`src/include/lca_pkg.sv`:
```
`default_nettype none
package lca_pkg;

  // ------------------------------------------------------------
  // Channels
  // ------------------------------------------------------------
  localparam int CH_NUM = 3;

  // ------------------------------------------------------------
  // Drive monitor, counted in transmit clock periods
  // ------------------------------------------------------------
  localparam int                DMON_W       = 8;
  localparam logic [DMON_W-1:0] DMON_PERIODS = 8'h80;
  localparam logic [DMON_W-1:0] DMON_LAST    = DMON_PERIODS - 8'h01;

  // ------------------------------------------------------------
  // Loss of signal, zero run in receive clock periods
  // ------------------------------------------------------------
  localparam int               LOS_W            = 8;
  localparam logic [LOS_W-1:0] LOS_ZEROS_E3     = 8'h20;
  localparam logic [LOS_W-1:0] LOS_ZEROS_DS3_LO = 8'haf;
  localparam logic [LOS_W-1:0] LOS_ZEROS_DS3_HI = 8'h64;

  // ------------------------------------------------------------
  // Loss of lock, 0.5 percent of a reference window
  // ------------------------------------------------------------
  localparam int                   LOL_CNT_W     = 12;
  localparam int                   LOL_WINDOW_N  = 1024;
  localparam int                   LOL_PER_MILLE = 5;
  localparam logic [LOL_CNT_W-1:0] LOL_WINDOW    = 12'(LOL_WINDOW_N);
  localparam logic [LOL_CNT_W-1:0] LOL_LAST      = 12'(LOL_WINDOW_N - 1);
  localparam logic [LOL_CNT_W-1:0] LOL_TOL       =
    12'(LOL_WINDOW_N * LOL_PER_MILLE / 1000);

  // ------------------------------------------------------------
  // Register map and status layout
  // ------------------------------------------------------------
  localparam int                ADDR_W        = 8;
  localparam logic [ADDR_W-1:0] ADDR_STATUS   = 8'h00;
  localparam logic [ADDR_W-1:0] ADDR_LCV_BASE = 8'h04;
  localparam logic [ADDR_W-1:0] ADDR_STEP     = 8'h04;
  localparam int                LCV_CNT_W     = 16;
  localparam int                ST_DMON_LSB   = 0;
  localparam int                ST_LOS_LSB    = 4;
  localparam int                ST_LOL_LSB    = 8;
  localparam int                ST_HOST_BIT   = 12;
  localparam logic              RST_OE        = 1'b0;

  // ------------------------------------------------------------
  // Modes
  // ------------------------------------------------------------
  typedef enum logic [1:0] {
    LOS_CLEAR    = 2'b01,
    LOS_DECLARED = 2'b10
  } lca_los_e;

  typedef enum logic [3:0] {
    LOOP_NORMAL  = 4'b0001,
    LOOP_ANALOG  = 4'b0010,
    LOOP_REMOTE  = 4'b0100,
    LOOP_DIGITAL = 4'b1000
  } lca_loop_e;

  localparam int LOOP_ANA_BIT = 1;
  localparam int LOOP_REM_BIT = 2;
  localparam int LOOP_DIG_BIT = 3;

endpackage : lca_pkg
`default_nettype wire

```
`src/verilog/lca_lol_meter.sv`:
```
`timescale 1ns/1ps
`default_nettype none
module lca_lol_meter (
  input  wire logic clock_in,    // 40 MHz clock
  input  wire logic rst_b_in,    // Async reset, active low
  input  wire logic ref_edge_in, // Reference clock rising edge
  input  wire logic rx_edge_in,  // Recovered clock rising edge
  output logic      lol_out      // Loss of lock, registered
);
  import lca_pkg::*;

  // ------------------------------------------------------------
  // Window counters
  // ------------------------------------------------------------
  logic [LOL_CNT_W-1:0] ref_cnt;
  logic [LOL_CNT_W-1:0] next_ref_cnt;
  logic [LOL_CNT_W-1:0] rx_cnt;
  logic [LOL_CNT_W-1:0] next_rx_cnt;
  logic [LOL_CNT_W-1:0] diff;
  logic                 lol;
  logic                 next_lol;
  logic                 win_end;

  always_comb begin
    win_end      = ref_edge_in && (ref_cnt == LOL_LAST);
    next_ref_cnt = ref_cnt;
    next_rx_cnt  = rx_cnt;
    next_lol     = lol;
    diff = (rx_cnt > LOL_WINDOW) ? rx_cnt - LOL_WINDOW
                                 : LOL_WINDOW - rx_cnt;
    if (ref_edge_in) begin
      next_ref_cnt = ref_cnt + 1'b1;
    end
    if (rx_edge_in && rx_cnt != '1) begin
      next_rx_cnt = rx_cnt + 1'b1;
    end
    if (win_end) begin
      next_lol     = diff > LOL_TOL;
      next_ref_cnt = '0;
      next_rx_cnt  = {{(LOL_CNT_W-1){1'b0}}, rx_edge_in};
    end
  end

  always_ff @(posedge clock_in or negedge rst_b_in) begin
    if (!rst_b_in) begin
      ref_cnt <= '0;
      rx_cnt  <= '0;
      lol     <= 1'b0;
    end else begin
      ref_cnt <= next_ref_cnt;
      rx_cnt  <= next_rx_cnt;
      lol     <= next_lol;
    end
  end

  assign lol_out = lol;
endmodule : lca_lol_meter
`default_nettype wire

```
`src/verilog/lca_top.sv`:
```
// What this block does
// - Drive flag rises after 128 transmit clock periods without monitor pulse
// - Drive flag stays high until a monitor pulse is seen again
// - All-ones select sends alternating AMI marks instead of user data
// - The all-ones marks advance on each transmit clock rising edge
// - All-ones select is ignored in host configuration
// - Loss-of-signal flag is high while a loss is declared
// - E3 and DS3/STS-1 channels use different zero-run criteria
// - Loss-of-lock flag rises when clocks differ by more than 0.5 percent
// - Each code violation gives one single high pulse, low otherwise
// - In-circuit test low releases every line-side output
// - Threshold strap only matters in DS3 or STS-1 mode
// - Local high, remote low selects analog local loop-back
// - Remote high, local low selects remote loop-back
// - Both selects high selects digital local loop-back
// - Host configuration ignores both loop selects
// - Mute enabled forces both receive rails low during loss
// - Mute disabled keeps data flowing; setting only in hardware mode
// - Mode select low is hardware configuration, high is host
//
// The register addresses and the APB slave port are this design's own decisions.
`timescale 1ns/1ps
`default_nettype none
module lca_top (
  input  wire logic                       clock_in,  // 40 MHz clock
  input  wire logic                       rst_b_in,  // Async reset, low
  input  wire logic                       psel_in,   // APB select
  input  wire logic                       penable_in, // APB enable
  input  wire logic                       pwrite_in, // APB write
  input  wire logic [lca_pkg::ADDR_W-1:0] paddr_in,  // APB address
  input  wire logic [31:0]                pwdata_in, // APB write data
  output logic      [31:0]                prdata_out, // APB read data
  output logic                            pready_out, // APB ready
  output logic                            pslverr_out, // APB error
  input  wire logic                       config_mode_sel_in, // 1 host
  input  wire logic                       mute_on_los_en_in, // Mute enable
  input  wire logic                       incircuit_test_n_in, // Test, low
  input  wire logic [lca_pkg::CH_NUM-1:0] tx_clock_in,  // Transmit clock
  input  wire logic [lca_pkg::CH_NUM-1:0] tx_pos_in,    // User pos rail
  input  wire logic [lca_pkg::CH_NUM-1:0] tx_neg_in,    // User neg rail
  input  wire logic [lca_pkg::CH_NUM-1:0] monitor_tip_in,  // Monitor tip
  input  wire logic [lca_pkg::CH_NUM-1:0] monitor_ring_in, // Monitor ring
  input  wire logic [lca_pkg::CH_NUM-1:0] all_ones_select_in, // All ones
  input  wire logic [lca_pkg::CH_NUM-1:0] e3_sel_in,    // 1 E3 mode
  input  wire logic [lca_pkg::CH_NUM-1:0] los_threshold_sel_in, // Strap
  input  wire logic [lca_pkg::CH_NUM-1:0] local_loop_sel_in,  // Local
  input  wire logic [lca_pkg::CH_NUM-1:0] remote_loop_sel_in, // Remote
  input  wire logic [lca_pkg::CH_NUM-1:0] rx_clock_in,  // Recovered clock
  input  wire logic [lca_pkg::CH_NUM-1:0] rx_pos_in,    // Recovered pos
  input  wire logic [lca_pkg::CH_NUM-1:0] rx_neg_in,    // Recovered neg
  input  wire logic [lca_pkg::CH_NUM-1:0] ref_clock_in, // Reference clock
  output logic      [lca_pkg::CH_NUM-1:0] tx_pos_out,   // Line pos rail
  output logic      [lca_pkg::CH_NUM-1:0] tx_neg_out,   // Line neg rail
  output logic      [lca_pkg::CH_NUM-1:0] drive_monitor_flag_out, // Drive
  output logic      [lca_pkg::CH_NUM-1:0] loss_signal_flag_out, // LOS
  output logic      [lca_pkg::CH_NUM-1:0] loss_lock_flag_out,   // LOL
  output logic      [lca_pkg::CH_NUM-1:0] code_violation_flag_out, // LCV
  output logic      [lca_pkg::CH_NUM-1:0] rx_pos_rail_out, // Rx pos rail
  output logic      [lca_pkg::CH_NUM-1:0] rx_neg_rail_out, // Rx neg rail
  output logic      [lca_pkg::CH_NUM-1:0] rx_clock_out,    // Rx clock copy
  output logic      [lca_pkg::CH_NUM-1:0] analog_loop_out,  // Analog loop
  output logic      [lca_pkg::CH_NUM-1:0] remote_loop_out,  // Remote loop
  output logic      [lca_pkg::CH_NUM-1:0] digital_loop_out, // Digital loop
  output logic                            outputs_oe_out    // Pin enable
);
  import lca_pkg::*;

  // ------------------------------------------------------------
  // Input edges, strap capture and pin enable
  // ------------------------------------------------------------
  logic [CH_NUM-1:0] tx_prev;
  logic [CH_NUM-1:0] rx_prev;
  logic [CH_NUM-1:0] ref_prev;
  logic [CH_NUM-1:0] strap_val;
  logic [CH_NUM-1:0] next_strap_val;
  logic              strap_taken;
  logic              oe;
  logic [CH_NUM-1:0] tx_edge;
  logic [CH_NUM-1:0] rx_edge;
  logic [CH_NUM-1:0] ref_edge;
  logic [CH_NUM-1:0] mon_pulse;
  logic [CH_NUM-1:0] rx_pulse;
  logic              host;

  always_comb begin
    next_strap_val = strap_taken ? strap_val : los_threshold_sel_in;
  end

  always_ff @(posedge clock_in or negedge rst_b_in) begin
    if (!rst_b_in) begin
      tx_prev     <= '0;
      rx_prev     <= '0;
      ref_prev    <= '0;
      strap_val   <= '0;
      strap_taken <= 1'b0;
      oe          <= RST_OE;
    end else begin
      tx_prev     <= tx_clock_in;
      rx_prev     <= rx_clock_in;
      ref_prev    <= ref_clock_in;
      strap_val   <= next_strap_val;
      strap_taken <= 1'b1;
      oe          <= incircuit_test_n_in;
    end
  end

  assign tx_edge        = tx_clock_in & ~tx_prev;
  assign rx_edge        = rx_clock_in & ~rx_prev;
  assign ref_edge       = ref_clock_in & ~ref_prev;
  assign mon_pulse      = monitor_tip_in ^ monitor_ring_in;
  assign rx_pulse       = rx_pos_in | rx_neg_in;
  assign host           = config_mode_sel_in;
  assign outputs_oe_out = oe;
  assign rx_clock_out   = rx_prev;

  // ------------------------------------------------------------
  // Per-channel transmit, receive and loop-back logic
  // ------------------------------------------------------------
  logic [LCV_CNT_W-1:0] lcv_cnt_all [CH_NUM];
  logic [CH_NUM-1:0]    lcv_clr;

  for (genvar i = 0; i < CH_NUM; i++) begin : g_ch
    logic [DMON_W-1:0]    dmon_cnt;
    logic [DMON_W-1:0]    next_dmon_cnt;
    logic                 dmon_q;
    logic                 next_dmon_q;
    logic                 ones_on;
    logic                 phase;
    logic                 next_phase;
    logic                 tx_pos_q;
    logic                 next_tx_pos;
    logic                 tx_neg_q;
    logic                 next_tx_neg;
    logic [LOS_W-1:0]     zero_cnt;
    logic [LOS_W-1:0]     next_zero_cnt;
    logic [LOS_W-1:0]     los_thr;
    lca_los_e             los_st;
    lca_los_e             next_los_st;
    logic                 mute;
    logic                 last_pos;
    logic                 next_last_pos;
    logic                 lcv_q;
    logic                 next_lcv;
    logic                 rail_pos;
    logic                 next_rail_pos;
    logic                 rail_neg;
    logic                 next_rail_neg;
    logic [LCV_CNT_W-1:0] lcv_cnt;
    logic [LCV_CNT_W-1:0] next_lcv_cnt;
    lca_loop_e            loop_q;
    lca_loop_e            next_loop;
    logic                 lol_q;

    // Transmit: drive monitor and all-ones insertion
    always_comb begin
      ones_on       = all_ones_select_in[i] && !host;
      next_dmon_cnt = dmon_cnt;
      next_dmon_q   = dmon_q;
      next_phase    = phase;
      next_tx_pos   = tx_pos_q;
      next_tx_neg   = tx_neg_q;
      if (mon_pulse[i]) begin
        next_dmon_cnt = '0;
        next_dmon_q   = 1'b0;
      end else if (tx_edge[i] && dmon_cnt != DMON_PERIODS) begin
        next_dmon_cnt = dmon_cnt + 1'b1;
        if (dmon_cnt == DMON_LAST) begin
          next_dmon_q = 1'b1;
        end
      end
      if (tx_edge[i]) begin
        if (ones_on) begin
          next_phase  = !phase;
          next_tx_pos = !phase;
          next_tx_neg = phase;
        end else begin
          next_tx_pos = tx_pos_in[i];
          next_tx_neg = tx_neg_in[i];
          // Keep track of the last mark so inserted ones still alternate
          if (tx_pos_in[i] != tx_neg_in[i]) begin
            next_phase = tx_pos_in[i];
          end
        end
      end
    end

    always_ff @(posedge clock_in or negedge rst_b_in) begin
      if (!rst_b_in) begin
        dmon_cnt <= '0;
        dmon_q   <= 1'b0;
        phase    <= 1'b0;
        tx_pos_q <= 1'b0;
        tx_neg_q <= 1'b0;
      end else begin
        dmon_cnt <= next_dmon_cnt;
        dmon_q   <= next_dmon_q;
        phase    <= next_phase;
        tx_pos_q <= next_tx_pos;
        tx_neg_q <= next_tx_neg;
      end
    end

    // Receive: loss of signal, violations, rail muting
    always_comb begin
      los_thr = e3_sel_in[i] ? LOS_ZEROS_E3 :
                (strap_val[i] ? LOS_ZEROS_DS3_HI : LOS_ZEROS_DS3_LO);
      next_zero_cnt = zero_cnt;
      next_los_st   = los_st;
      if (rx_edge[i]) begin
        if (rx_pulse[i]) begin
          next_zero_cnt = '0;
        end else if (zero_cnt < los_thr) begin
          next_zero_cnt = zero_cnt + 1'b1;
        end
      end
      case (los_st)
        LOS_CLEAR: begin
          if (next_zero_cnt >= los_thr) begin
            next_los_st = LOS_DECLARED;
          end
        end
        LOS_DECLARED: begin
          if (rx_edge[i] && rx_pulse[i]) begin
            next_los_st = LOS_CLEAR;
          end
        end
        default: next_los_st = LOS_CLEAR;
      endcase
      next_lcv      = 1'b0;
      next_last_pos = last_pos;
      if (rx_edge[i] && rx_pulse[i]) begin
        next_lcv = (rx_pos_in[i] && rx_neg_in[i]) ||
                   (rx_pos_in[i] == last_pos);
        next_last_pos = rx_pos_in[i];
      end
      // Violation pulses are counted; a clear loses no new pulse
      next_lcv_cnt = lcv_clr[i] ? '0 : lcv_cnt;
      if (lcv_q && next_lcv_cnt != '1) begin
        next_lcv_cnt = next_lcv_cnt + 1'b1;
      end
      mute          = mute_on_los_en_in && !host &&
                      los_st == LOS_DECLARED;
      next_rail_pos = rail_pos;
      next_rail_neg = rail_neg;
      if (mute) begin
        next_rail_pos = 1'b0;
        next_rail_neg = 1'b0;
      end else if (rx_edge[i]) begin
        next_rail_pos = rx_pos_in[i];
        next_rail_neg = rx_neg_in[i];
      end
    end

    always_ff @(posedge clock_in or negedge rst_b_in) begin
      if (!rst_b_in) begin
        zero_cnt <= '0;
        los_st   <= LOS_CLEAR;
        lcv_q    <= 1'b0;
        last_pos <= 1'b0;
        lcv_cnt  <= '0;
        rail_pos <= 1'b0;
        rail_neg <= 1'b0;
      end else begin
        zero_cnt <= next_zero_cnt;
        los_st   <= next_los_st;
        lcv_q    <= next_lcv;
        last_pos <= next_last_pos;
        lcv_cnt  <= next_lcv_cnt;
        rail_pos <= next_rail_pos;
        rail_neg <= next_rail_neg;
      end
    end

    // Loop-back decode
    always_comb begin
      next_loop = LOOP_NORMAL;
      if (!host) begin
        case ({local_loop_sel_in[i], remote_loop_sel_in[i]})
          2'b10:   next_loop = LOOP_ANALOG;
          2'b01:   next_loop = LOOP_REMOTE;
          2'b11:   next_loop = LOOP_DIGITAL;
          default: next_loop = LOOP_NORMAL;
        endcase
      end
    end

    always_ff @(posedge clock_in or negedge rst_b_in) begin
      if (!rst_b_in) begin
        loop_q <= LOOP_NORMAL;
      end else begin
        loop_q <= next_loop;
      end
    end

    lca_lol_meter lca_lol_meter_inst (
      .clock_in    (clock_in),
      .rst_b_in    (rst_b_in),
      .ref_edge_in (ref_edge[i]),
      .rx_edge_in  (rx_edge[i]),
      .lol_out     (lol_q)
    );

    assign tx_pos_out[i]              = tx_pos_q;
    assign tx_neg_out[i]              = tx_neg_q;
    assign drive_monitor_flag_out[i]  = dmon_q;
    assign loss_signal_flag_out[i]    = los_st[1];
    assign loss_lock_flag_out[i]      = lol_q;
    assign code_violation_flag_out[i] = lcv_q;
    assign rx_pos_rail_out[i]         = rail_pos;
    assign rx_neg_rail_out[i]         = rail_neg;
    assign analog_loop_out[i]         = loop_q[LOOP_ANA_BIT];
    assign remote_loop_out[i]         = loop_q[LOOP_REM_BIT];
    assign digital_loop_out[i]        = loop_q[LOOP_DIG_BIT];
    assign lcv_cnt_all[i]             = lcv_cnt;

  end

  // ------------------------------------------------------------
  // APB register slave
  // ------------------------------------------------------------
  logic [31:0] prdata_q;
  logic [31:0] next_prdata;
  logic [31:0] status;
  logic [31:0] rd;
  logic        pready_q;
  logic        next_pready;
  logic        pslverr_q;
  logic        next_pslverr;
  logic        hit;
  logic        acc_wr;

  always_comb begin
    acc_wr       = psel_in && penable_in && pready_q && pwrite_in;
    next_pready  = psel_in && !penable_in;
    next_prdata  = prdata_q;
    next_pslverr = 1'b0;
    status       = '0;
    status[ST_DMON_LSB +: CH_NUM] = drive_monitor_flag_out;
    status[ST_LOS_LSB +: CH_NUM]  = loss_signal_flag_out;
    status[ST_LOL_LSB +: CH_NUM]  = loss_lock_flag_out;
    status[ST_HOST_BIT]           = host;
    hit     = (paddr_in == ADDR_STATUS);
    rd      = hit ? status : '0;
    lcv_clr = '0;
    for (int k = 0; k < CH_NUM; k++) begin
      if (paddr_in == ADDR_LCV_BASE + 8'(k) * ADDR_STEP) begin
        hit        = 1'b1;
        rd         = 32'(lcv_cnt_all[k]);
        lcv_clr[k] = acc_wr;
      end
    end
    if (next_pready) begin
      next_prdata  = pwrite_in ? '0 : rd;
      next_pslverr = !hit;
    end
  end

  always_ff @(posedge clock_in or negedge rst_b_in) begin
    if (!rst_b_in) begin
      prdata_q  <= '0;
      pready_q  <= 1'b0;
      pslverr_q <= 1'b0;
    end else begin
      prdata_q  <= next_prdata;
      pready_q  <= next_pready;
      pslverr_q <= next_pslverr;
    end
  end

  assign prdata_out  = prdata_q;
  assign pready_out  = pready_q;
  assign pslverr_out = pslverr_q;

endmodule : lca_top
`default_nettype wire

```
`config.mk`:
```
export PLATFORM = sky130hd
export DESIGN_NAME = lca_top
export DESIGN_NICKNAME = d
export VERILOG_FILES = /design/src/include/lca_pkg.sv /design/src/verilog/lca_lol_meter.sv /design/src/verilog/lca_top.sv
export SDC_FILE = /design/constraint.sdc
export NUM_CORES = 1
export LEC_CHECK = 0
export BUFFER_PORTS_ARGS = -buffer_cell sky130_fd_sc_hd__buf_2
export CAP_MARGIN = 20
export CELL_PAD_IN_SITES_DETAIL_PLACEMENT = 1
export CELL_PAD_IN_SITES_GLOBAL_PLACEMENT = 1
export CORE_UTILIZATION = 40
export DETAILED_ROUTE_END_ITERATION = 12
export PLACE_DENSITY = 0.69
export SKIP_LAST_GASP = 1
export SLEW_MARGIN = 25
export SYNTH_ARGS = -nofsm -noshare
export SYNTH_HDL_FRONTEND = slang
export SYNTH_SLANG_ARGS = --single-unit
```
`constraint.sdc`:
```
create_clock -name clock_in -period 7.9 [get_ports clock_in]
set_input_delay 1.58 -clock clock_in [delete_from_list [all_inputs] [get_ports clock_in]]
set_output_delay 1.58 -clock clock_in [all_outputs]
set_load 0.03 [all_outputs]
```
==> results.yml, run 1 <==
timing:
  period_minus_slack_ns: 4.59
  finalSetupTns_ns: 0
  setup_violations: 0
  clock_skew_ns: 0.0111
  tightest_slew_ns: 1.02
  fmax_ghz: 0.218
  hold_viol: 0
  final.period_utilization: 0.581
  finalMaxSlewViolations: 0
  relSlewSlack: 0.316
  rsz0062_at_grt: "false"
route:
  drc_errors: 0
  first_pass_iters: 7
  vias: 11100
  ant_nets: 0
  initialDrtViolationCount: 555
  avgRoutedWirePerCell_um: 17.1
  drt_wl_total_mm: 34.8
  drt-vias-per-instance: 5.45
power:
  p_per_area_mw_per_mm2: 239
  ir_drop_v: 0.000155
  intPower_w: 0.00253
  pwr-share-comb: 0.188
  seqPwrFrac: 0.439
  p_leak_nw: 6.95
  power.switching_w: 0.00118
  swShare: 0.318
  power.total_w: 0.00371
  clock_power_share: 0.373
yosys:
  synth_top_area_share: 0.434
  yosysTopAreaCell: "dfrtp_1"
  yosys_warnings: 0
  synthTopCellsByArea: "dfrtp_1 43%, ha_1 5.7%, nor2_1 5.1%, xnor2_1 4.3%, xor2_1 4.3%"
  synthArstFlopShare: 1.00
  synth_cell_type_count: 77
  synthCells: 1493
  synth-seq-cells: 242
  ys.flop_type: "dfrtp_1"
  synthesis.area_mm2: 0.0138
  synth-edff-count: 0
  avgSynthCellArea_um2: 9.23
  synth.yosys.seq_area_share: 0.440
floorplan:
  core_mm2: 0.0337
  die_w_um: 188
  die_h_um: 188
  rows: 67
  io_pins: 161
  fp.dieArea_mm2: 0.0352
  initial_core_util: 0.409
grt:
  antenna_found_initial: 0
  gr-total-overflow: 0
  grt_pass1_vias: 11500
  grtUsageTotal: 0.201
  grt_max_degree: 108
  grt_pass1_wl_mm: 59.1
placement:
  dpl_cell_area_mm2: 0.0146
  hpwl_mm: 25.0
  dp_cells: 1989
  place.gp.congestion: 0.834
  io_buffers: 112
clock_network:
  cts_buffer_depth: 3
  numCtsBuffers: 29
  holdBufCountCts: 0
  cts-resized-gates: 0
  tritoncts: "done"
  root_buffer: "clkbuf_16"
  numClockSinks: 242
  clk_pin_slew_ns: 0.06
  clk_latency_ns: 0.55
  postCtsSetupRepairBufs: 0
  htreeDepth: 1
finish:
  final_cells: 2042
  final_common_cell: "dfrtp_1"
  post-route-util: 0.462
  drive_above_1_share: 0.126
  postLayoutCellArea_mm2: 0.0156
  fin_nets: 1725
  fill_cells: 3909
  antenna_cells: 0
  area_growth_pct: 12.9
  mostFrequentLayoutCells: "239 x dfrtp_1, 188 x nor2_1, 150 x nand2_1, 111 x buf_2"
critical_path:
  critPathArrivalTime_ns: 5.01
  worstReg2RegStart: "strap_val[1]"
  cp_max_fo: 14
  required_ns: 8.32
  critPathKind: "in2reg"
  endpoint_kind: "flip-flop"
  cp-start-kind: "input pin"
  setup.worst_path.start: "paddr_in[5]"
run:
  drv_cap: 0
run_status:
  status: "finished clean"
hold_path:
  hp-start: "g_ch[2].lca_lol_meter_inst.ref_cnt[8]"
  hold_path.class: "reg2reg"
[final cells by class]
| type | count | area [µm²] | area share |
|---|---|---|---|
| timing repair buffer | 119 | 623 | 0.0400 |
| inverter | 53 | 199 | 0.0128 |
| tap | 448 | 561 | 0.0360 |
| clock inverter | 14 | 154 | 0.00989 |
| sequential | 242 | 6060 | 0.389 |
| multi-input combinational | 1127 | 7120 | 0.458 |
| clock buffer | 39 | 843 | 0.0542 |
[per-layer routing]
| layer | wire length, µm | part of all wire | GRT usage |
|---|---|---|---|
| met4 | 575 | 0.017 | 0.0441 |
| met2 | 16000 | 0.46 | 0.334 |
| met3 | 1290 | 0.037 | 0.0255 |
| met5 | 0 | 0 | 0 |
| met1 | 16900 | 0.49 | 0.280 |
[Yosys cell counts (all sizes together), types with 35 or more instances]
cell    number
dfrtp      239
nor2       188
nand2      150
xnor2       68
xor2        68
a21oi       66
ha          63
o21ai       61
nand3       60
inv         53
buf         43
clkbuf      43
nand4       42
nor3        35
[state kept, by name, summed over array words and instances, names as in the netlist, 6 cells and up]
register,count
g_ch.dmon_cnt,24
g_ch.lcv_cnt,48
prdata_out,16
g_ch.zero_cnt,24
g_ch.lca_lol_meter_inst.ref_cnt,36
g_ch.loop_q,9
g_ch.lca_lol_meter_inst.rx_cnt,36
g_ch.los_st,6
[final timing paths]
kind	end	slack [ns]	cells after the start
worst min register to register	g_ch[2].lca_lol_meter_inst.ref_cnt[8]	0.47	1
worst min-delay path	g_ch[2].lca_lol_meter_inst.ref_cnt[8]	0.47	1
max in group asynchronous	g_ch[1].lca_lol_meter_inst.rx_cnt[1]	5.28	2
worst max register to register	g_ch[1].los_st[1]	4.05	13
min in group asynchronous	g_ch[2].lca_lol_meter_inst.rx_cnt[2]	1.05	1
worst max-delay path	g_ch[2].lcv_cnt[9]	3.31	11
[logic make-up after synthesis]
kind of cell / count (synthesis) / share of synthesized area
AO/OA/AOI/OAI: 238 / 0.114
XOR/XNOR: 136 / 0.0864
adder cells (fa/ha/maj): 63 / 0.0572
buffers and inverters: 139 / 0.0489
flip-flops: 242 / 0.440
multiplexers: 19 / 0.0145
other: 2 / 0.000545
AND/OR/NAND/NOR: 654 / 0.239
[per-stage QoR]
step / hold WS (ns) / worst slack (ns)
floorplan: 0.439 / 3.38
CTS: 0.473 / 3.32
global placement: 0.457 / 2.85
finish: 0.473 / 3.31
detailed placement: 0.461 / 2.75
global route: 0.494 / 2.93
[critical path, stage by stage]
cell and delay, ns:
buf_2 0.11, nor4_2 0.67, nand4_1 0.70, and2_1 0.45, ha_1 0.23, nand3_1 0.09, nor2_1 0.13, a311oi_1 0.62
nand4_1 0.20, nand3_1 0.11, o21ai_0 0.11
[power by group through the flow]
| stage | logic, W | clock network, W | registers [W] |
|---|---|---|---|
| after floorplan | 0.000590 | 0 | 0.00154 |
| after global placement | 0.000667 | 0 | 0.00164 |
| after detailed placement | 0.000699 | 0 | 0.00165 |
| after CTS | 0.000709 | 0.00143 | 0.00163 |
| after global routing | 0.000808 | 0.00147 | 0.00166 |
| final | 0.000698 | 0.00138 | 0.00163 |
No activity file was read; power rests on OpenSTA's default activity.
==> run 2, diff against run 1 <==
--- a/config.mk
+++ b/config.mk
@@ -5,13 +5,14 @@
 export SDC_FILE = /design/constraint.sdc
 export NUM_CORES = 1
 export LEC_CHECK = 0
+export ABC_AREA = 1
 export BUFFER_PORTS_ARGS = -buffer_cell sky130_fd_sc_hd__buf_2
 export CAP_MARGIN = 20
 export CELL_PAD_IN_SITES_DETAIL_PLACEMENT = 1
 export CELL_PAD_IN_SITES_GLOBAL_PLACEMENT = 1
 export CORE_UTILIZATION = 40
 export DETAILED_ROUTE_END_ITERATION = 12
-export PLACE_DENSITY = 0.69
+export PLACE_DENSITY = 0.75
 export SKIP_LAST_GASP = 1
 export SLEW_MARGIN = 25
 export SYNTH_ARGS = -nofsm -noshare
==> constraint.sdc (replaced) <==
create_clock -name clock_in -period 3.7 [get_ports clock_in]
set_input_delay 0.74 -clock clock_in [delete_from_list [all_inputs] [get_ports clock_in]]
set_output_delay 0.74 -clock clock_in [all_outputs]
set_load 0.03 [all_outputs]
==> run 2 against run 1 <==
Clock power is 140% higher. Routed wire length is 16% higher. Via count is 20% higher. Sequential cell count stayed put. Largest cell class unchanged. Final area is 8.9% higher. Critical endpoint is now g_ch[2].los_st[1].
==> results.yml, run 2 <==
critical_path:
  critPathKind: "reg2reg"
  reg2reg_depth: 21
  r2r-end: "g_ch[2].los_st[1]"
  cp_cell_sequence: "nor2_1 > inv_1 > ha_1 > inv_1 > nor4_2 > nand2_1 > nand2_1 > nor2_1 > inv_1 > nor2_1 > nor3b_2 > inv_1 > ha_1 > inv_1 > a21boi_0 > o21ai_0 > nand2_1 > a21oi_1 > nand3_1 > nand2_1 > a21oi_1"
  crit_path_max_incr_delay_ns: 0.42
  rrSetupSlack_ns: 0.38
  cpMostUsedCell: "inv_1"
  cp_max_fo: 5
  critPathArrivalTime_ns: 3.75
  endpoint_kind: "flip-flop"
  cp-start-kind: "flip-flop"
  crit_path_top_delay_cell: "dfrtp_1"
  required_ns: 4.13
  worstReg2RegStart: "strap_val[2]"
finish:
  final_common_cell: "nand2_1"
  drive_above_1_share: 0.117
  fin_nets: 2246
  fill_cells: 4517
  postLayoutCellArea_mm2: 0.0169
  reg_top3: "g_ch.lcv_cnt x48, g_ch.lca_lol_meter_inst.ref_cnt x36, g_ch.lca_lol_meter_inst.rx_cnt x36"
  largest_reg_flops: 48
  top_register: "g_ch.lcv_cnt"
  antenna_cells: 0
  area_growth_pct: 15.1
  mostFrequentLayoutCells: "438 x nand2_1, 278 x inv_1, 239 x dfrtp_1, 220 x nor2_1, 118 x nand3_1"
route:
  drt-vias-per-instance: 5.17
  avgRoutedWirePerCell_um: 15.7
  vias: 13300
  first_pass_iters: 5
  drc_errors: 0
  ant_nets: 0
  initialDrtViolationCount: 581
  drt_wl_total_mm: 40.5
timing:
  final.period_utilization: 0.897
  rsz0062_at_grt: "false"
  setup_violations: 0
  finalSetupTns_ns: 0
  relSlewSlack: 0.520
  hold_viol: 0
  holdWs_ns: 0.155
  clock_skew_ns: 0.0137
  finalMaxSlewViolations: 0
  fmax_ghz: 0.301
  tightest_slew_ns: 0.715
  period_minus_slack_ns: 3.32
floorplan:
  die_w_um: 194
  io_pins: 161
  rows: 69
  initial_core_util: 0.410
  fp.dieArea_mm2: 0.0376
  die_h_um: 194
  core_mm2: 0.0359
yosys:
  avgSynthCellArea_um2: 7.50
  synthMuxAreaShare: 0.00230
  ys.flop_type: "dfrtp_1"
  yosysTopAreaCell: "dfrtp_1"
  synth_cell_type_count: 49
  synth-seq-cells: 242
  synthTopCellsByArea: "dfrtp_1 41%, nand2_1 11%, inv_1 7.1%, nor2_1 5.6%, ha_1 5.4%"
  synth-simple-area-share: 0.284
  synthesis.area_mm2: 0.0147
  synth_top_area_share: 0.406
  yosys_warnings: 0
  yosys-top-cells-count: "438 x nand2_1, 278 x inv_1, 239 x dfrtp_1, 220 x nor2_1, 118 x nand3_1"
  synth_top_family_by_area: "simple AND/OR/NAND/NOR gates"
  synthArstFlopShare: 1.00
  synth_xor_xnor_area_share: 0.0429
  synthMostInstantiatedCell: "nand2_1"
  synth-edff-count: 0
  synth-adder-area-share: 0.0536
  synthCells: 1961
  synth_compound_area_frac: 0.102
  synth.yosys.seq_area_share: 0.412
grt:
  grt_pass1_vias: 14000
  gr-total-overflow: 0
  grtUsageTotal: 0.218
  grt_max_degree: 78
  antenna_found_initial: 0
  grt_pass1_wl_mm: 68.4
placement:
  io_buffers: 112
  place.gp.congestion: 0.865
  hpwl_mm: 30.9
  dpl_cell_area_mm2: 0.0158
power:
  power.total_w: 0.00929
  p_leak_nw: 8.72
  p_per_area_mw_per_mm2: 548
  ir_drop_v: 0.000449
clock_network:
  tritoncts: "done"
  clk_pin_slew_ns: 0.06
  numCtsBuffers: 30
  root_buffer: "clkbuf_16"
  cts_buffer_depth: 3
  htreeDepth: 1
  clk_latency_ns: 0.57
  numClockSinks: 242
run:
  drv_cap: 0
hold_path:
  hold_path.class: "in2async"
run_status:
  status: "finished clean"
run 2: cell types whose count changed after synthesis, sizes merged, moves of 15 or more:
cell    change
clkbuf     -32
and4       -19
or3        -19
inv       +234
nor2       +39
nand3      +60
nand2b     -30
nor2b      -18
nor3       +53
xor2       -15
o21ai      +64
nand2     +300
xnor2      -49
run 2: cell families after synthesis:
| kind of cell | count (synthesis) |
|---|---|
| AND/OR/NAND/NOR | 963 |
| other | 2 |
| buffers and inverters | 353 |
| AO/OA/AOI/OAI | 263 |
| adder cells (fa/ha/maj) | 63 |
| flip-flops | 242 |
| multiplexers | 3 |
| XOR/XNOR | 72 |
run 2: layout make-up:
class,count,area (µm²),share of cell area
Clock inverter,15,250,0.0148
Tap cell,461,577,0.0341
Timing Repair Buffer,147,858,0.0507
Sequential cell,242,6060,0.358
Multi-Input combinational cell,1381,7210,0.426
Clock buffer,40,890,0.0525
Inverter,291,1090,0.0646
run 2: routing by layer:
metal	track usage	up-vias	routed length, µm
met1	0.278	6507	18500
met3	0.0311	52	1330
li1	-	6589	-
met4	0.0519	0	959
met5	0	-	0
met2	0.389	183	19800
run 2: worst max-delay path by stage:
stage | endpoint | depth (start not counted) | startpoint
4_1_cts | g_ch[2].los_st[1] | 21 | strap_val[2]
6_report | g_ch[2].los_st[1] | 21 | strap_val[2]
2_1_floorplan | g_ch[2].los_st[1] | 21 | e3_sel_in[2]
5_1_grt | g_ch[2].los_st[1] | 23 | strap_val[2]
3_3_place_gp | g_ch[2].los_st[1] | 22 | e3_sel_in[2]
3_5_place_dp | g_ch[2].los_st[1] | 22 | e3_sel_in[2]
run 2: timing repair:
item / 4_1_cts / 5_1_grt
resized for setup: 0 / 2
endpoints found under the setup margin: 0 / 2
setup buffers: 0 / 0
hold buffers: 0 / 0
run 2: per-stage QoR:
step / instances / utilization / setup slack, ns
3_3_place_gp: 2522 / 0.440 / 0.000713
2_1_floorplan: 1976 / - / 0.382
6_report: 2577 / 0.472 / 0.382
4_1_cts: 2577 / 0.471 / 0.207
5_1_grt: 2577 / 0.472 / 0.0397
3_5_place_dp: 2522 / 0.440 / -0.194
run 2: worst max-delay path, delay by kind of cell (launching register included):
family	cells	cell delay, ns
buffers and inverters	5	0.44
adders and majority gates	2	0.62
DFF	1	0.42
and+or+nand+nor	10	1.26
AOI/OAI and AO/OA	4	0.45
run 2: power breakdown:
group | total, W | internal (W) | switching [W]
registers | 0.00360 | 0.00311 | 0.000491
clock network | 0.00334 | 0.00216 | 0.00118
logic | 0.00234 | 0.000821 | 0.00152
==> run 3, diff against run 2 <==
--- a/config.mk
+++ b/config.mk
@@ -12,7 +12,7 @@
 export CELL_PAD_IN_SITES_GLOBAL_PLACEMENT = 1
 export CORE_UTILIZATION = 40
 export DETAILED_ROUTE_END_ITERATION = 12
-export PLACE_DENSITY = 0.75
+export PLACE_DENSITY = 0.77
 export SKIP_LAST_GASP = 1
 export SLEW_MARGIN = 25
 export SYNTH_ARGS = -nofsm -noshare
==> run 3 against run 2 <==
Register-to-register slack lost 0.02 ns. Via count grew 0.45%. Global-route usage grew 0.095 points. Cell count is essentially flat. First-iteration DRC count shrank 25%. Count of clock-buffer cells in the layout shrank 1. Routed wire length grew 0.55%. Critical path depth is the same. Critical path type unchanged. Critical endpoint unchanged.
==> results.yml, run 3 (synthesis results as in run 2) <==
power:
  pwr-share-comb: 0.256
  ir_drop_v: 0.000387
  swShare: 0.352
  p_leak_nw: 8.70
  power.switching_w: 0.00324
  seqPwrFrac: 0.391
  intPower_w: 0.00596
  clock_power_share: 0.353
  p_per_area_mw_per_mm2: 544
critical_path:
  cp_cell_sequence: "nor2_1 > inv_1 > ha_1 > inv_1 > nor4_1 > nand2_1 > nand2_1 > nor2_1 > inv_1 > nor2_1 > nor3b_1 > inv_1 > ha_1 > inv_1 > a21boi_0 > o21ai_0 > nand2_1 > a21oi_1 > nand3_1 > nand2_1 > a21oi_1"
  critPathArrivalTime_ns: 3.78
  endpoint_kind: "flip-flop"
  crit_path_max_incr_delay_ns: 0.38
  cp_max_fo: 5
  rrSetupSlack_ns: 0.36
  cp-start-kind: "flip-flop"
  crit_path_top_delay_cell: "dfrtp_1"
  critPathKind: "reg2reg"
  r2r-end: "g_ch[2].los_st[1]"
  required_ns: 4.15
  reg2reg_depth: 21
  worstReg2RegStart: "strap_val[2]"
  cpMostUsedCell: "inv_1"
clock_network:
  tritoncts: "done"
  htreeDepth: 1
  root_buffer: "clkbuf_16"
  numClockSinks: 242
  cts-resized-gates: 0
  numCtsBuffers: 30
  cts_buffer_depth: 3
  postCtsSetupRepairBufs: 0
  clk_latency_ns: 0.57
  holdBufCountCts: 0
  clk_pin_slew_ns: 0.06
finish:
  fill_cells: 4531
  regArea_mm2: 0.00606
  post-route-util: 0.471
  reg_top3: "g_ch.lcv_cnt x48, g_ch.lca_lol_meter_inst.ref_cnt x36, g_ch.lca_lol_meter_inst.rx_cnt x36"
  fin_nets: 2247
  top_register: "g_ch.lcv_cnt"
  area_growth_pct: 14.9
  antenna_cells: 0
  largest_reg_flops: 48
  final_common_cell: "nand2_1"
  multi_input_area_mm2: 0.00720
  drive_above_1_share: 0.118
  final_cells: 2579
  mostFrequentLayoutCells: "438 x nand2_1, 278 x inv_1, 239 x dfrtp_1, 220 x nor2_1, 118 x nand3_1"
floorplan:
  die_h_um: 194
  io_pins: 161
  die_w_um: 194
  rows: 69
  core_mm2: 0.0359
  initial_core_util: 0.410
  fp.dieArea_mm2: 0.0376
placement:
  io_buffers: 112
  dp_slack_ns: -0.137
  dp_cells: 2523
  place.gp.congestion: 0.874
  hpwl_mm: 30.5
grt:
  gr-total-overflow: 0
  antenna_found_initial: 0
  grt_pass1_wl_mm: 69.1
  grt_pass1_vias: 14100
  grtUsageTotal: 0.219
  grt_max_degree: 87
run_status:
  status: "finished clean"
timing:
  clock_skew_ns: 0.0140
  relSlewSlack: 0.500
  hold_viol: 0
  setup_violations: 0
  finalSetupTns_ns: 0
  finalMaxSlewViolations: 0
  fmax_ghz: 0.300
  period_minus_slack_ns: 3.34
  setup_ws_ns: 0.363
  final.period_utilization: 0.902
  tightest_slew_ns: 0.750
  rsz0062_at_grt: "false"
route:
  vias: 13400
  avgRoutedWirePerCell_um: 15.8
  wl_met3_mm: 1.43
  drt_wl_total_mm: 40.8
  ant_nets: 0
  initialDrtViolationCount: 438
  drc_errors: 0
  dr_wl_met2_mm: 20.0
  drt-vias-per-instance: 5.19
  first_pass_iters: 6
  top_layer: "met4"
  drt-met1-wl_mm: 18.3
hold_path:
  hold_path.class: "in2async"
run:
  drv_cap: 0
-- run 3: changes by cell type in the layout (fill, tap and decap cells not counted), sizes merged --
cell      before  now
bufinv         7    5
clkinv        12   14
clkinvlp       0    2
buf          147  148
clkbuf        40   39
-- run 3: critical path: cells and delay by family (launching register included) --
family                     cells  cell delay, ns
AOI/OAI and AO/OA              4            0.44
and+or+nand+nor               10            1.37
DFF                            1            0.38
adders and majority gates      2            0.61
buffers and inverters          5            0.43
-- run 3: metal layers --
layer,GRT usage,up-vias
li1,-,6595
met1,0.275,6543
met2,0.389,188
met3,0.0322,65
met4,0.0649,0
met5,0,-
-- run 3: how the worst max path moves through the flow --
| stage | depth (start not counted) | endpoint | start | slack, ns |
|---|---|---|---|---|
| 6_report | 21 | g_ch[2].los_st[1] | strap_val[2] | 0.36 |
| 5_1_grt | 22 | g_ch[2].los_st[0] | strap_val[2] | 0.02 |
| 4_1_cts | 22 | g_ch[2].los_st[0] | strap_val[2] | 0.32 |
| 3_5_place_dp | 22 | g_ch[2].los_st[1] | e3_sel_in[2] | -0.14 |
| 3_3_place_gp | 22 | g_ch[2].los_st[1] | e3_sel_in[2] | 0.03 |
| 2_1_floorplan | 21 | g_ch[2].los_st[1] | e3_sel_in[2] | 0.38 |
-- run 3: final cells by class --
cell class,count,share of cell area
tap,461,0.0341
inverter,291,0.0647
multi-input combinational,1381,0.426
sequential,242,0.359
clock inverter,17,0.0132
clock buffer,39,0.0524
timing repair buffer,148,0.0512
-- run 3: per-stage QoR --
stage	area (µm²)	total power, W	hold WS (ns)
global route	16900	0.00982	0.201
CTS	16900	0.00932	0.193
floorplan	14800	0.00529	0.444
global placement	15800	0.00585	0.465
finish	16900	0.00920	0.167
detailed placement	15800	0.00599	0.472
-- run 3: power by group through the flow --
| stage | sequential (W) | combinational, W | clock [W] |
|---|---|---|---|
| finish | 0.00360 | 0.00236 | 0.00325 |
| floorplan | 0.00348 | 0.00181 | 0 |
| detailed placement | 0.00363 | 0.00236 | 0 |
| global placement | 0.00361 | 0.00224 | 0 |
| CTS | 0.00359 | 0.00238 | 0.00334 |
| global route | 0.00366 | 0.00271 | 0.00345 |
